$ cat src/spms_pkg.sv
// Package with constants and carrier types for the sync path mux and separator.
package spms_pkg;

    // ****************************************************************
    // Timing
    // ****************************************************************
    localparam int SYS_CLK_HZ        = 40_000_000;
    localparam int SEP_CLK_HZ        = 5_000_000;
    localparam int SEP_TICK_NS       = 200;
    localparam int SEP_DIV_COUNT     = SYS_CLK_HZ / SEP_CLK_HZ;
    localparam int SEP_DIV_W         = 3;

    // ****************************************************************
    // Separator counter
    // ****************************************************************
    localparam int          SEP_CNT_W   = 8;
    localparam logic [7:0]  SEP_CNT_MAX = 8'h00_FF;
    localparam logic [7:0]  SEP_CNT_MIN = 8'h00_00;
    localparam logic [7:0]  SEP_THR_RST = 8'h00_20;

    // ****************************************************************
    // Control bit positions
    // ****************************************************************
    localparam int CTL12_GREEN_SEL_BIT = 4;
    localparam int CTL12_VSYNC_SEL_BIT = 2;
    localparam int CTL12_COAST_SEL_BIT = 1;
    localparam int CTL11_ANALOG_SEL_BIT = 3;

    // Group of sync and timing signals from one link.
    typedef struct packed {
        logic hsync;
        logic vsync;
        logic data_en;
    } spms_link_t;

    typedef enum logic [0:0] {
        SPMS_SEEK,
        SPMS_HELD
    } spms_sep_state_t;

endpackage

$ cat src/spms_separator.sv
// Vertical sync separator: counter based extraction from composite sync.
`timescale 1ns/1ps
module spms_separator
    import spms_pkg::*;
(
    input  wire logic                 clk_sys,
    input  wire logic                 reset_n,
    input  wire logic                 tick,
    input  wire logic                 csync_active,
    input  wire logic [SEP_CNT_W-1:0] threshold,
    output logic                      vsync_found,
    output logic [SEP_CNT_W-1:0]      count
);

    spms_sep_state_t state_r;
    logic [SEP_CNT_W-1:0] cnt_r;
    logic                 hit;

    // ****************************************************************
    // Counter and state
    // ****************************************************************

    // Seeking: count above threshold declares presence; held: reaching it declares absence.
    assign hit = (state_r == SPMS_SEEK) ? (cnt_r > threshold) : (cnt_r >= threshold);

    // Counting only on ticks gives 200 ns per step with the 40 MHz system clock and its divide by 8.
    always_ff @(posedge clk_sys or negedge reset_n) begin
        if (!reset_n) begin
            state_r <= SPMS_SEEK;
            cnt_r   <= SEP_CNT_MIN;
        end else if (tick) begin
            case (state_r)
                SPMS_SEEK: begin
                    if (hit) begin
                        state_r <= SPMS_HELD; // [RQ7]
                        cnt_r   <= SEP_CNT_MIN; // [RQ8]
                    end else if (csync_active) begin
                        if (cnt_r != SEP_CNT_MAX) cnt_r <= cnt_r + 8'h00_01; // [RQ6] [RQ11]
                    end else if (cnt_r != SEP_CNT_MIN) begin
                        cnt_r <= cnt_r - 8'h00_01; // [RQ6] [RQ11]
                    end
                end
                SPMS_HELD: begin
                    if (hit) begin
                        state_r <= SPMS_SEEK; // [RQ9]
                        cnt_r   <= SEP_CNT_MIN; // [RQ10]
                    end else if (!csync_active) begin
                        if (cnt_r != SEP_CNT_MAX) cnt_r <= cnt_r + 8'h00_01; // [RQ8] [RQ11]
                    end else begin
                        cnt_r <= SEP_CNT_MIN; // Serration resets the inactive run.
                    end
                end
                default: begin
                    state_r <= SPMS_SEEK;
                    cnt_r   <= SEP_CNT_MIN;
                end
            endcase
        end
    end

    assign vsync_found = (state_r == SPMS_HELD);
    assign count       = cnt_r;
endmodule

$ cat src/spms_top.sv
// Top of the sync path multiplexers with the vertical sync separator.
`timescale 1ns/1ps
// Operation
// [RQ1] Mux 1,2 pick hsync or green sync by 12H bit4; mux 3 coast/vsync by bit1.
// [RQ2] Mux 4 picks raw vsync or separator output by 12H bit 2.
// [RQ3] Mux 5,6,7 pick digital link or analog signals by 11H bit 3.
// [RQ4] Separator is an 8-bit counter stepped at 5 MHz, 200 ns per count.
// [RQ5] Separator ignores polarity; polarity is fixed ahead of it.
// [RQ6] Count up during sync pulse, down toward zero after it.
// [RQ7] Vsync present when count exceeds the programmable threshold.
// [RQ8] At detection clear counter, then count up while sync is inactive.
// [RQ9] Vsync absent when inactive count reaches the same threshold.
// [RQ10] After absence clear counter and restart detection.
// [RQ11] Counter saturates at 255 and never goes below zero.
module spms_top
    import spms_pkg::*;
(
    input  wire logic                 clk_sys,
    input  wire logic                 reset_n,
    input  wire logic [7:0]           ctl_12h,
    input  wire logic [7:0]           ctl_11h,
    input  wire logic [SEP_CNT_W-1:0] sep_threshold,
    input  wire logic                 csync_invert,
    input  wire logic                 hsync_in,
    input  wire logic                 green_embedded_sync_input,
    input  wire logic                 vsync_in,
    input  wire logic                 coast_in,
    input  wire spms_link_t           digital_link,
    output spms_link_t                link_out,
    output logic                      hsync_path_out,
    output logic                      sep_src_out,
    output logic                      coast_path_out,
    output logic                      vsync_path_out,
    output logic                      vsync_found_out,
    output logic [SEP_CNT_W-1:0]      sep_count_out
);

    // ****************************************************************
    // Separator clock enable
    // ****************************************************************
    logic [SEP_DIV_W-1:0] div_r;
    logic                 tick_r;

    // A one-cycle enable instead of a derived clock keeps the design on one domain.
    always_ff @(posedge clk_sys or negedge reset_n) begin
        if (!reset_n) begin
            div_r  <= '0;
            tick_r <= 1'b0;
        end else if (div_r == SEP_DIV_W'(SEP_DIV_COUNT - 1)) begin
            div_r  <= '0;
            tick_r <= 1'b1; // [RQ4]
        end else begin
            div_r  <= div_r + SEP_DIV_W'(1);
            tick_r <= 1'b0;
        end
    end

    // ****************************************************************
    // Sync source selection
    // ****************************************************************
    logic mux1;
    logic csync_pol;
    logic sep_vsync;
    logic [SEP_CNT_W-1:0] sep_cnt;

    assign mux1 = ctl_12h[CTL12_GREEN_SEL_BIT] ? green_embedded_sync_input : hsync_in; // [RQ1]
    // Polarity is normalised here so the separator sees active high only.
    assign csync_pol = mux1 ^ csync_invert; // [RQ5]

    spms_separator u_sep (
        .clk_sys      (clk_sys),
        .reset_n      (reset_n),
        .tick         (tick_r),
        .csync_active (csync_pol),
        .threshold    (sep_threshold),
        .vsync_found  (sep_vsync),
        .count        (sep_cnt)
    );

    // ****************************************************************
    // Registered outputs
    // ****************************************************************

    // Analog path outputs; one cycle of latency is the price of registered outputs.
    always_ff @(posedge clk_sys or negedge reset_n) begin
        if (!reset_n) begin
            hsync_path_out  <= 1'b0;
            sep_src_out     <= 1'b0;
            coast_path_out  <= 1'b0;
            vsync_path_out  <= 1'b0;
            vsync_found_out <= 1'b0;
            sep_count_out   <= '0;
        end else begin
            hsync_path_out  <= mux1; // [RQ1]
            sep_src_out     <= mux1; // [RQ1]
            coast_path_out  <= ctl_12h[CTL12_COAST_SEL_BIT] ? vsync_in : coast_in; // [RQ1]
            vsync_path_out  <= ctl_12h[CTL12_VSYNC_SEL_BIT] ? sep_vsync : vsync_in; // [RQ2]
            vsync_found_out <= sep_vsync;
            sep_count_out   <= sep_cnt;
        end
    end

    // Link selection for the output stage.
    always_ff @(posedge clk_sys or negedge reset_n) begin
        if (!reset_n) begin
            link_out <= '0;
        end else if (ctl_11h[CTL11_ANALOG_SEL_BIT]) begin
            link_out.hsync   <= mux1; // [RQ3]
            link_out.vsync   <= ctl_12h[CTL12_VSYNC_SEL_BIT] ? sep_vsync : vsync_in;
            link_out.data_en <= ~coast_in;
        end else begin
            link_out <= digital_link; // [RQ3]
        end
    end
endmodule
$ cat config.mk
export PLATFORM = sky130hd
export DESIGN_NAME = spms_top
export DESIGN_NICKNAME = d
export VERILOG_FILES = /design/src/spms_pkg.sv /design/src/spms_separator.sv /design/src/spms_top.sv
export SDC_FILE = /design/constraint.sdc
export NUM_CORES = 1
export LEC_CHECK = 0
export ABC_AREA = 1
export BUFFER_PORTS_ARGS = -buffer_cell sky130_fd_sc_hd__buf_2
export CAP_MARGIN = 20
export CORE_MARGIN = 2
export CORE_UTILIZATION = 35
export CTS_CLUSTER_DIAMETER = 100
export DETAILED_ROUTE_END_ITERATION = 10
export PLACE_DENSITY = 0.7
export SETUP_SLACK_MARGIN = 0.5
export SYNTH_ARGS = -nofsm -noshare
export SYNTH_HDL_FRONTEND = slang
export SYNTH_HIERARCHICAL = 1
export SYNTH_SLANG_ARGS = --single-unit
export TNS_END_PERCENT = 30
$ cat constraint.sdc
create_clock -name clk_sys -period 1.6 [get_ports clk_sys]
set_input_delay 0.08 -clock clk_sys [delete_from_list [all_inputs] [get_ports clk_sys]]
set_output_delay 0.08 -clock clk_sys [all_outputs]
set_load 0.005 [all_outputs]
==> summary.txt, run 1 <==
Outcome
  – Failing checks: negative setup slack
  – Status: finished with violations

Synthesis
  – Count of cell types in the netlist: 27
  – Synth warn: 6
  – Netlist Area Pre-Place: 1900 sq um
  – Synthesized flop and latch total: 28
  – Syn_area_per_cell: 7.29 sq um
  – Number of synthesized flops with an enable pin: 0
  – Asr flop ratio synth: 100%
  – Mapped Cells: 261
  – Synth Flop Type: dfrtp_1
  – Syn_nets: 308
  – Seq/Total Area, Yosys: 36.8%

Drt
  – Vias: 1833
  – Routed Antenna Nets: 0
  – DR DRC count: 0
  – DR WL/cell: 11.3 um
  – Vias/cell: 4.61
  – 1st-iter DRT viols: 96
  – Post-Route WL: 4480 um
  – First-pass detailed-route iteration total: 4

Clocking
  – Worst-path clk slew: 0.10 ns
  – CTS tree: built
  – Number of H-tree levels: 1
  – Later-pin clock latency in the skew report: 0.27 ns
  – Clk sink count: 28
  – CTS root buffer: clkbuf_8
  – CTS buffer count: 3
  – CTS Buffer Depth: 2

Power and ir drop
  – Sw Share: 42.2%
  – Leak: 1.44 nW
  – Part of the power in registers: 26.1%
  – Sw power: 1.61 mW
  – Int Pwr: 2.21 mW
  – Total power: 3.82 mW
  – Clock share of power: 14.4%
  – VDD IR max: 663 uV
  – PD cells: 1510 nW/um^2
  – Comb power frac: 59.5%

Global route
  – First-pass GRT wire length: 7880 um
  – Vias in the first global route: 1762
  – Antenna violations before repair: 0
  – GRT Util Overall: 15.8%
  – Grt total ovfl: 0
  – Largest net degree at the start of global routing: 29

Worst hold path
  – Hold crit path type: primary input to flop

Timing
  – PnR worst setup slack: -0.106 ns
  – Clock skew: 0.00699 ns
  – Final Hold Violating Endpoints: 0
  – Fin crit period: 1.71 ns
  – Least-Margin Pin Slew: 0.609 ns
  – Max Fclk: 586 MHz
  – Setup TNS: -0.688 ns
  – Final setup vio count: 8
  – Min Hold Slack: 0.00942 ns
  – Rel. slew slack: 59.4%
  – RSZ-0062 raised after global routing: true
  – Pins over their slew limit: 0
  – Tcrit/Tclk final: 107%

Floorplanning
  – Die area: 6040 sq um
  – Rows: 26
  – Chip width: 77.7 um
  – Core region area: 5170 sq um
  – I/O pins: 50
  – Initial Utilization: 36.8%
  – Die height: 77.7 um

Setup path
  – Crit path launch type: flop
  – Crit path arrival time: 1.91 ns
  – Worst Setup End Kind: flop
  – R2r setup slk: -0.11 ns
  – CP required: 1.81 ns
  – Max FO, Critical Path: 8
  – Crit path kind: flop to flop

Cells and area
  – Commonest cells after routing, fill and taps aside: 93 x nand2_1, 37 x buf_2, 30 x inv_1, 28 x dfrtp_1, 27 x buf_4
  – Area grow syn2layout: 33.3%
  – Ant. Diodes: 0
  – Share of post-route cells with drive strength above 1: 32.0%
  – Commonest non-fill, non-tap cell in the layout: nand2_1
  – Final #Nets: 376

Flow run
  – Max-cap viol count: 0

Placed design
  – Gpl congestion: 0.867
  – PortBufs: 37
  – Final HPWL DP: 3440 um
## sequential cells by signal, summed over array words and instances, names as in the netlist
| name | count |
|---|---|
| vsync_found_out | 1 |
| u_sep/count | 8 |
| div_r | 3 |
| vsync_path_out | 1 |
| u_sep/vsync_found | 1 |
| coast_path_out | 1 |
| sep_count_out | 8 |
| sep_src_out | 1 |
| tick_r | 1 |
| link_out | 3 |
## cells by family after synthesis
logic type,synth area share [%]
flops,36.8
fa+ha+maj,8.55
buf+inv,10.7
simple gates,37.2
compound gates,4.87
xor+xnor,1.84
## layer usage
| metal | routed length (um) | track usage (%) | vias up |
|---|---|---|---|
| met1 | 1970 | 21.3 | 820 |
| met5 | 0 | 0 | - |
| met4 | 17 | 1.61 | 0 |
| met3 | 302 | 2.91 | 6 |
| li1 | - | - | 945 |
| met2 | 2190 | 27.4 | 62 |
## cell usage after synthesis, types with 2 or more instances
master,instances,share of area (%)
nand2_1,97,19
inv_1,34,6.7
dfrtp_1,28,37
nand3_1,27,7.1
ha_1,13,8.6
nor2_1,9,1.8
inv_2,5,0.99
o21ai_0,5,1.3
a21oi_1,4,1.1
nand2_2,4,1.3
nand4_1,4,1.3
o21ai_1,4,1.1
buf_2,3,0.79
nor2_2,3,0.99
nor2_4,3,1.8
xor2_1,3,1.4
buf_4,2,0.79
buf_6,2,1.2
nand2_4,2,1.2
nand3_2,2,1.1
## critical path, stage by stage (launching register included)
cell,delay [ns]
dfrtp_1,0.41
ha_1,0.27
nand2_1,0.08
inv_2,0.03
nand2_2,0.08
nor2_4,0.05
nor2_2,0.15
nand2_4,0.08
nor2_2,0.10
buf_6,0.13
nand2_1,0.05
nand2_1,0.07
nand2_1,0.05
o21ai_1,0.08
## layout make-up
cell class,instances,area (sq um)
Fill cell,512,2640
Multi-Input combinational cell,186,1060
Sequential cell,28,701
Timing Repair Buffer,70,459
Inverter,40,153
Tap cell,70,87.6
Clock buffer,3,41.3
Clock inverter,1,30.0
## timing repair
action | CTS | global route
setup endpoints to repair | 9 | 9
hold endpoints to repair | 31 | 0
gates cloned | 0 | 0
hold buffers | 4 | 0
gates resized for setup | 12 | 7
pin swaps | 3 | 1
setup buffers | 1 | 1
## through the flow
stage | setup slack, ns | std cells | util (%) | cell area (sq um)
3_3_place_gp | -0.145 | 388 | 45.2 | 2340
5_1_grt | -0.231 | 398 | 49.0 | 2530
2_1_floorplan | -0.0940 | 261 | - | 1900
4_1_cts | -0.102 | 397 | 48.1 | 2490
6_report | -0.106 | 398 | 49.0 | 2530
3_5_place_dp | -0.171 | 388 | 45.2 | 2340
## power by group through the flow
stage          logic, mW  registers [mW]  clock network [mW]
2_1_floorplan       1.28            1.07                   0
3_3_place_gp        2.08           0.999                   0
3_5_place_dp        2.11            1.01                   0
4_1_cts             2.21           0.998               0.566
5_1_grt             2.55            1.03               0.600
6_report            2.27           0.998               0.551
## path summary, 6_finish.rpt
kind	from	endpoint	cells after the start
max	u_sep/count[4]$_DFFE_PN0P_	u_sep/count[2]$_DFFE_PN0P_	13
min	digital_link[2]	link_out[2]$_DFF_PN0_	3
max reg2reg	u_sep/count[4]$_DFFE_PN0P_	u_sep/count[2]$_DFFE_PN0P_	13
min reg2reg	div_r[0]$_DFF_PN0_	div_r[0]$_DFF_PN0_	1
max in group asynchronous	reset_n	sep_count_out[4]$_DFF_PN0_	2
min in group asynchronous	reset_n	link_out[0]$_DFF_PN0_	2
(Power assumes the default switching activity.)
==> run 2, diff against run 1 <==
- PLACE_DENSITY: 0.7 -> unset
- PLACE_DENSITY_LB_ADDON: unset -> 0.25
==> run 2 against run 1 <==
Against the previous run: the flow still finishes with violations (negative setup slack); clock power up 2%; wire length up 8.1%; maximum frequency down 4.5%; power grew 4.0%; die area is the same; non-clock buffer count grew 3; final cell count rose by 1.0%; core utilization rose by 1.5 points; combinational power is 6% higher; global-route usage grew 0.74 points; register-to-register slack worse by 0.08 ns; critical path type unchanged; largest cell class unchanged; highest routed layer unchanged.
==> summary.txt, run 2 (same netlist as run 1, synthesis figures left out) <==
Outcome
  – Status: finished with violations
  – Failing checks: negative setup slack

Global route
  – GRT Util Overall: 16.6%
  – Vias in the first global route: 1737
  – Antenna violations before repair: 0
  – Largest net degree at the start of global routing: 29
  – First-pass GRT wire length: 8180 um
  – Grt total ovfl: 0

Drt
  – Post-Route WL: 4840 um
  – First-pass detailed-route iteration total: 4
  – DR DRC count: 0
  – DR WL/cell: 12.0 um
  – 1st-iter DRT viols: 84
  – Vias/cell: 4.53
  – Routed Antenna Nets: 0
  – Vias: 1821

Power and ir drop
  – Part of the power in registers: 25.5%
  – PD cells: 1520 nW/um^2
  – VDD IR max: 617 uV
  – Int Pwr: 2.27 mW
  – Comb power frac: 60.4%
  – Sw Share: 42.9%
  – Clock share of power: 14.2%
  – Sw power: 1.71 mW
  – Total power: 3.98 mW
  – Leak: 1.46 nW

Worst hold path
  – Hold crit path type: primary input to flop
  – Hold Crit Depth: 3

Floorplanning
  – Chip width: 77.7 um
  – Rows: 26
  – Initial Utilization: 36.8%
  – I/O pins: 50
  – Core region area: 5170 sq um
  – Die height: 77.7 um
  – Die area: 6040 sq um

Cells and area
  – Final #Nets: 380
  – # fillers: 529
  – Ant. Diodes: 0
  – Commonest cells after routing, fill and taps aside: 93 x nand2_1, 37 x buf_2, 33 x inv_1, 28 x dfrtp_1, 27 x buf_4
  – Share of post-route cells with drive strength above 1: 33.1%
  – Commonest non-fill, non-tap cell in the layout: nand2_1
  – Area grow syn2layout: 37.2%

Flow run
  – Max-cap viol count: 0

Placed design
  – Dpl ws: -0.161 ns
  – PortBufs: 37
  – Final HPWL DP: 3600 um
  – Gpl congestion: 0.890

Timing
  – PnR worst setup slack: -0.187 ns
  – Pins over their slew limit: 0
  – Least-Margin Pin Slew: 0.628 ns
  – Fin crit period: 1.79 ns
  – Clock skew: 0.00303 ns
  – RSZ-0062 raised after global routing: true
  – Tcrit/Tclk final: 112%
  – Rel. slew slack: 58.1%
  – Final Hold Violating Endpoints: 0
  – Final setup vio count: 9
  – Max Fclk: 559 MHz

Clocking
  – Number of H-tree levels: 1
  – CTS root buffer: clkbuf_8
  – CTS buffer count: 3
  – Worst-path clk slew: 0.10 ns
  – Later-pin clock latency in the skew report: 0.27 ns
  – Clk sink count: 28
  – CTS tree: built
  – CTS Buffer Depth: 2

Setup path
  – Worst-case reg-to-reg path depth: 11
  – Max FO, Critical Path: 8
  – Crit path kind: flop to flop
  – CP required: 1.78 ns
  – Crit path arrival time: 1.96 ns
  – Crit path launch type: flop
  – Worst Setup End Kind: flop
[run 2: cell types whose count changed in the layout (fill, tap and decap cells not counted), moves of 2 or more]
| cell | before | now |
|---|---|---|
| inv_2 | 8 | 6 |
| buf_6 | 1 | 4 |
| nand3_1 | 26 | 23 |
| inv_1 | 30 | 33 |
| nand3_2 | 3 | 5 |
| o21ai_1 | 6 | 4 |
[run 2: repair_timing]
item                                   in CTS  in global routing
cloned                                      0                  1
endpoints found under the hold margin      32                  0
setup buffers                               1                  2
pin swaps                                   0                 12
setup endpoints to repair                   9                  9
hold buffers                                5                  0
gates resized for setup                     4                 20
[run 2: power by group through the flow]
stage               clock (mW)  sequential, mW  combinational [mW]
floorplan                    0            1.07                1.28
global placement             0            1.01                2.11
detailed placement           0            1.01                2.11
CTS                      0.588            1.01                2.18
global route             0.611            1.04                2.69
finish                   0.563            1.01                2.40
[run 2: cell type report]
cell class	count	area, sq um	area share (%)
Multi-Input combinational cell	187	1120	42.8
Sequential cell	28	701	26.8
Timing Repair Buffer	73	483	18.5
Clock buffer	3	41.3	1.58
Inverter	40	150	5.75
Tap cell	70	87.6	3.36
Clock inverter	1	30.0	1.15
[run 2: worst max-delay path: stages, from the launching register on]
cell	delay, ns
dfrtp_1	0.44
ha_4	0.28
nand4_1	0.15
nor2_4	0.19
nor2_4	0.06
nand2_4	0.11
nand2_8	0.09
buf_4	0.15
nand3_2	0.06
nand2_1	0.05
nand2_1	0.07
nand2_1	0.05
[run 2: final timing paths]
| path | start | endpoint | slack (ns) |
|---|---|---|---|
| hold / removal | digital_link[0] | link_out[0]$_DFF_PN0_ | 0.02 |
| max in group asynchronous | reset_n | div_r[1]$_DFF_PN0_ | 0.85 |
| min in group asynchronous | reset_n | sep_count_out[6]$_DFF_PN0_ | 0.35 |
| setup / recovery | u_sep/count[2]$_DFFE_PN0P_ | u_sep/count[5]$_DFFE_PN0P_ | -0.19 |
| hold reg to reg | div_r[0]$_DFF_PN0_ | div_r[0]$_DFF_PN0_ | 0.44 |
| setup reg to reg | u_sep/count[2]$_DFFE_PN0P_ | u_sep/count[5]$_DFFE_PN0P_ | -0.19 |
[run 2: routing by layer]
metal | GRT usage, % | up-vias | routed length [um]
met5 | 0 | - | 0
met4 | 2.50 | 0 | 19
met3 | 1.86 | 2 | 234
met2 | 26.6 | 44 | 2320
met1 | 24.4 | 821 | 2270
li1 | - | 954 | -
[run 2: metrics by stage]
| stage | setup TNS (ns) | cells | util (%) | area, sq um | hold WS, ns |
|---|---|---|---|---|---|
| after CTS | -0.872 | 399 | 48.0 | 2480 | 0.00752 |
| after detailed placement | -1.17 | 389 | 45.1 | 2330 | 0.138 |
| final | -1.48 | 402 | 50.5 | 2610 | 0.0163 |
| after global placement | -0.873 | 389 | 45.1 | 2330 | 0.137 |
| after floorplan | -0.566 | 261 | - | 1900 | -0.216 |
| after global routing | -2.43 | 402 | 50.5 | 2610 | 0.0151 |
==> run 3, diff against run 2 <==
- CORE_UTILIZATION: 35 -> 49
- CTS_BUF_LIST: unset -> sky130_fd_sc_hd__clkbuf_4 sky130_fd_sc_hd__clkbuf_8
==> run 3 against run 2 <==
Against the previous run: the flow finishes with violations (negative hold slack, negative setup slack); global-route usage is 5.9 points higher; clock-buffer cell count stayed put; sequential power is essentially flat; maximum frequency up 3.6%; hold slack worse by 0.018 ns; flip-flop and latch count unchanged; power down 4.6%; worst setup slack better by 0.062 ns; core utilization up 16 points; critical endpoint is now u_sep/count[6]$_DFFE_PN0P_; largest power group unchanged.
==> summary.txt, run 3 (same netlist as run 1, synthesis figures left out) <==
Global route
  – GRT Util Overall: 22.5%
  – Antenna violations before repair: 0
  – First-pass GRT wire length: 7560 um
  – Grt total ovfl: 0
  – Largest net degree at the start of global routing: 29
  – Vias in the first global route: 1678

Clocking
  – CTS tree: built
  – Worst-path clk slew: 0.10 ns
  – CTS buffer count: 3
  – Later-pin clock latency in the skew report: 0.28 ns
  – Number of H-tree levels: 1
  – CTS root buffer: clkbuf_8
  – Clk sink count: 28
  – CTS Buffer Depth: 2

Setup path
  – End of the critical path: u_sep/count[6]$_DFFE_PN0P_
  – Crit path kind: flop to flop
  – Crit path arrival time: 1.95 ns
  – Critical path origin: u_sep/count[7]$_DFFE_PN0P_
  – CP required: 1.82 ns
  – R2r startpoint: u_sep/count[7]$_DFFE_PN0P_
  – Crit path launch type: flop
  – Worst Setup End Kind: flop
  – R2r setup slk: -0.13 ns
  – Max FO, Critical Path: 9
  – Worst-case reg-to-reg path depth: 11
  – R2R Path End: u_sep/count[6]$_DFFE_PN0P_

Worst hold path
  – Hold crit path type: primary input to flop

Timing
  – Least-Margin Pin Slew: 0.617 ns
  – Final Hold Violating Endpoints: 1
  – Fin crit period: 1.73 ns
  – Min Hold Slack: -0.00154 ns
  – Clock skew: 0.00799 ns
  – RSZ-0062 raised after global routing: true
  – Rel. slew slack: 58.8%
  – Max Fclk: 580 MHz
  – Final setup vio count: 8
  – Tcrit/Tclk final: 108%
  – Pins over their slew limit: 0
  – PnR worst setup slack: -0.125 ns
  – Setup TNS: -0.817 ns

Placed design
  – Gpl congestion: 0.877
  – PortBufs: 37
  – Final HPWL DP: 3470 um

Floorplanning
  – Chip width: 66.3 um
  – Die height: 66.3 um
  – Core region area: 3690 sq um
  – Rows: 22
  – I/O pins: 50
  – Initial Utilization: 51.6%
  – Die area: 4400 sq um

Cells and area
  – Finished Core Util: 66.7%
  – # fillers: 336
  – Commonest cells after routing, fill and taps aside: 96 x nand2_1, 37 x buf_2, 32 x inv_1, 28 x dfrtp_1
  – Final #Nets: 376
  – Area grow syn2layout: 29.4%
  – Share of post-route cells with drive strength above 1: 29.6%
  – Commonest non-fill, non-tap cell in the layout: nand2_1
  – Ant. Diodes: 0
  – Multi-input gate area: 1030 sq um
  – Register Area: 701 sq um

Power and ir drop
  – PD cells: 1540 nW/um^2
  – Total power: 3.79 mW
  – VDD IR max: 815 uV
  – Leak: 1.44 nW

Drt
  – First-pass detailed-route iteration total: 4
  – DR DRC count: 0
  – Vias: 1855
  – DR WL/cell: 12.1 um
  – Vias/cell: 4.93
  – 1st-iter DRT viols: 96
  – Post-Route WL: 4570 um
  – Routed Antenna Nets: 0

Outcome
  – Failing checks: negative hold slack, negative setup slack
  – Status: finished with violations

Flow run
  – Max-cap viol count: 0
## run 3: layout make-up
| cell class | count | area share (%) |
|---|---|---|
| clock inverters | 1 | 1.22 |
| inverters | 40 | 6.10 |
| repair buffers | 69 | 18.3 |
| well taps | 48 | 2.44 |
| multi-input cells | 187 | 41.8 |
| flip-flops and latches | 28 | 28.5 |
| clock buffers | 3 | 1.68 |
## run 3: how the worst min path moves through the flow
stage,slack [ns],to,depth (start not counted),startpoint
6_report,-0.002,link_out[1]$_DFF_PN0_,3,digital_link[1]
5_1_grt,0.02,link_out[1]$_DFF_PN0_,3,digital_link[1]
4_1_cts,0.0006,link_out[1]$_DFF_PN0_,3,digital_link[1]
3_5_place_dp,0.13,coast_path_out$_DFF_PN0_,1,reset_n
3_3_place_gp,0.12,link_out[0]$_DFF_PN0_,1,reset_n
2_1_floorplan,-0.22,coast_path_out$_DFF_PN0_,0,reset_n
## run 3: power by group
part	leakage, nW	switching (mW)	total (mW)	internal (mW)
Combinational	1.05	1.30	2.24	0.940
Clock	0.0357	0.220	0.556	0.335
Sequential	0.353	0.0872	0.994	0.907
Total	1.44	1.61	3.79	2.18
## run 3: per-stage QoR
step / cells / area (sq um) / setup slack (ns)
floorplan: 261 / 1900 / -0.0940
global placement: 366 / 2310 / -0.0954
detailed placement: 366 / 2310 / -0.129
CTS: 374 / 2430 / -0.119
global route: 376 / 2460 / -0.245
finish: 376 / 2460 / -0.125
## run 3: repair_timing
| action | CTS | global route |
|---|---|---|
| endpoints found under the hold margin | 30 | 0 |
| hold buffers | 3 | 0 |
| gates resized for setup | 4 | 3 |
| endpoints found under the setup margin | 9 | 9 |
| pin swaps | 1 | 1 |
| buffers inserted | 1 | 1 |
| cloned | 0 | 1 |
## run 3: layer usage
metal	global-route usage (%)	routed length, um	up-vias
met5	0	0	-
met4	3.83	29	0
met3	4.43	282	5
met2	38.3	2220	52
met1	30.0	2030	858
li1	-	-	940
## run 3: worst max-delay path, stage by stage (launching register included)
cell and delay, ns:
dfrtp_1 0.39, ha_1 0.29, a21oi_1 0.16, nand2_1 0.08, nor2_2 0.14, nand2_4 0.08
nand2_4 0.11, buf_12 0.13, nand3_1 0.07, nand2_1 0.07, nand2_1 0.07, nand2_1 0.08
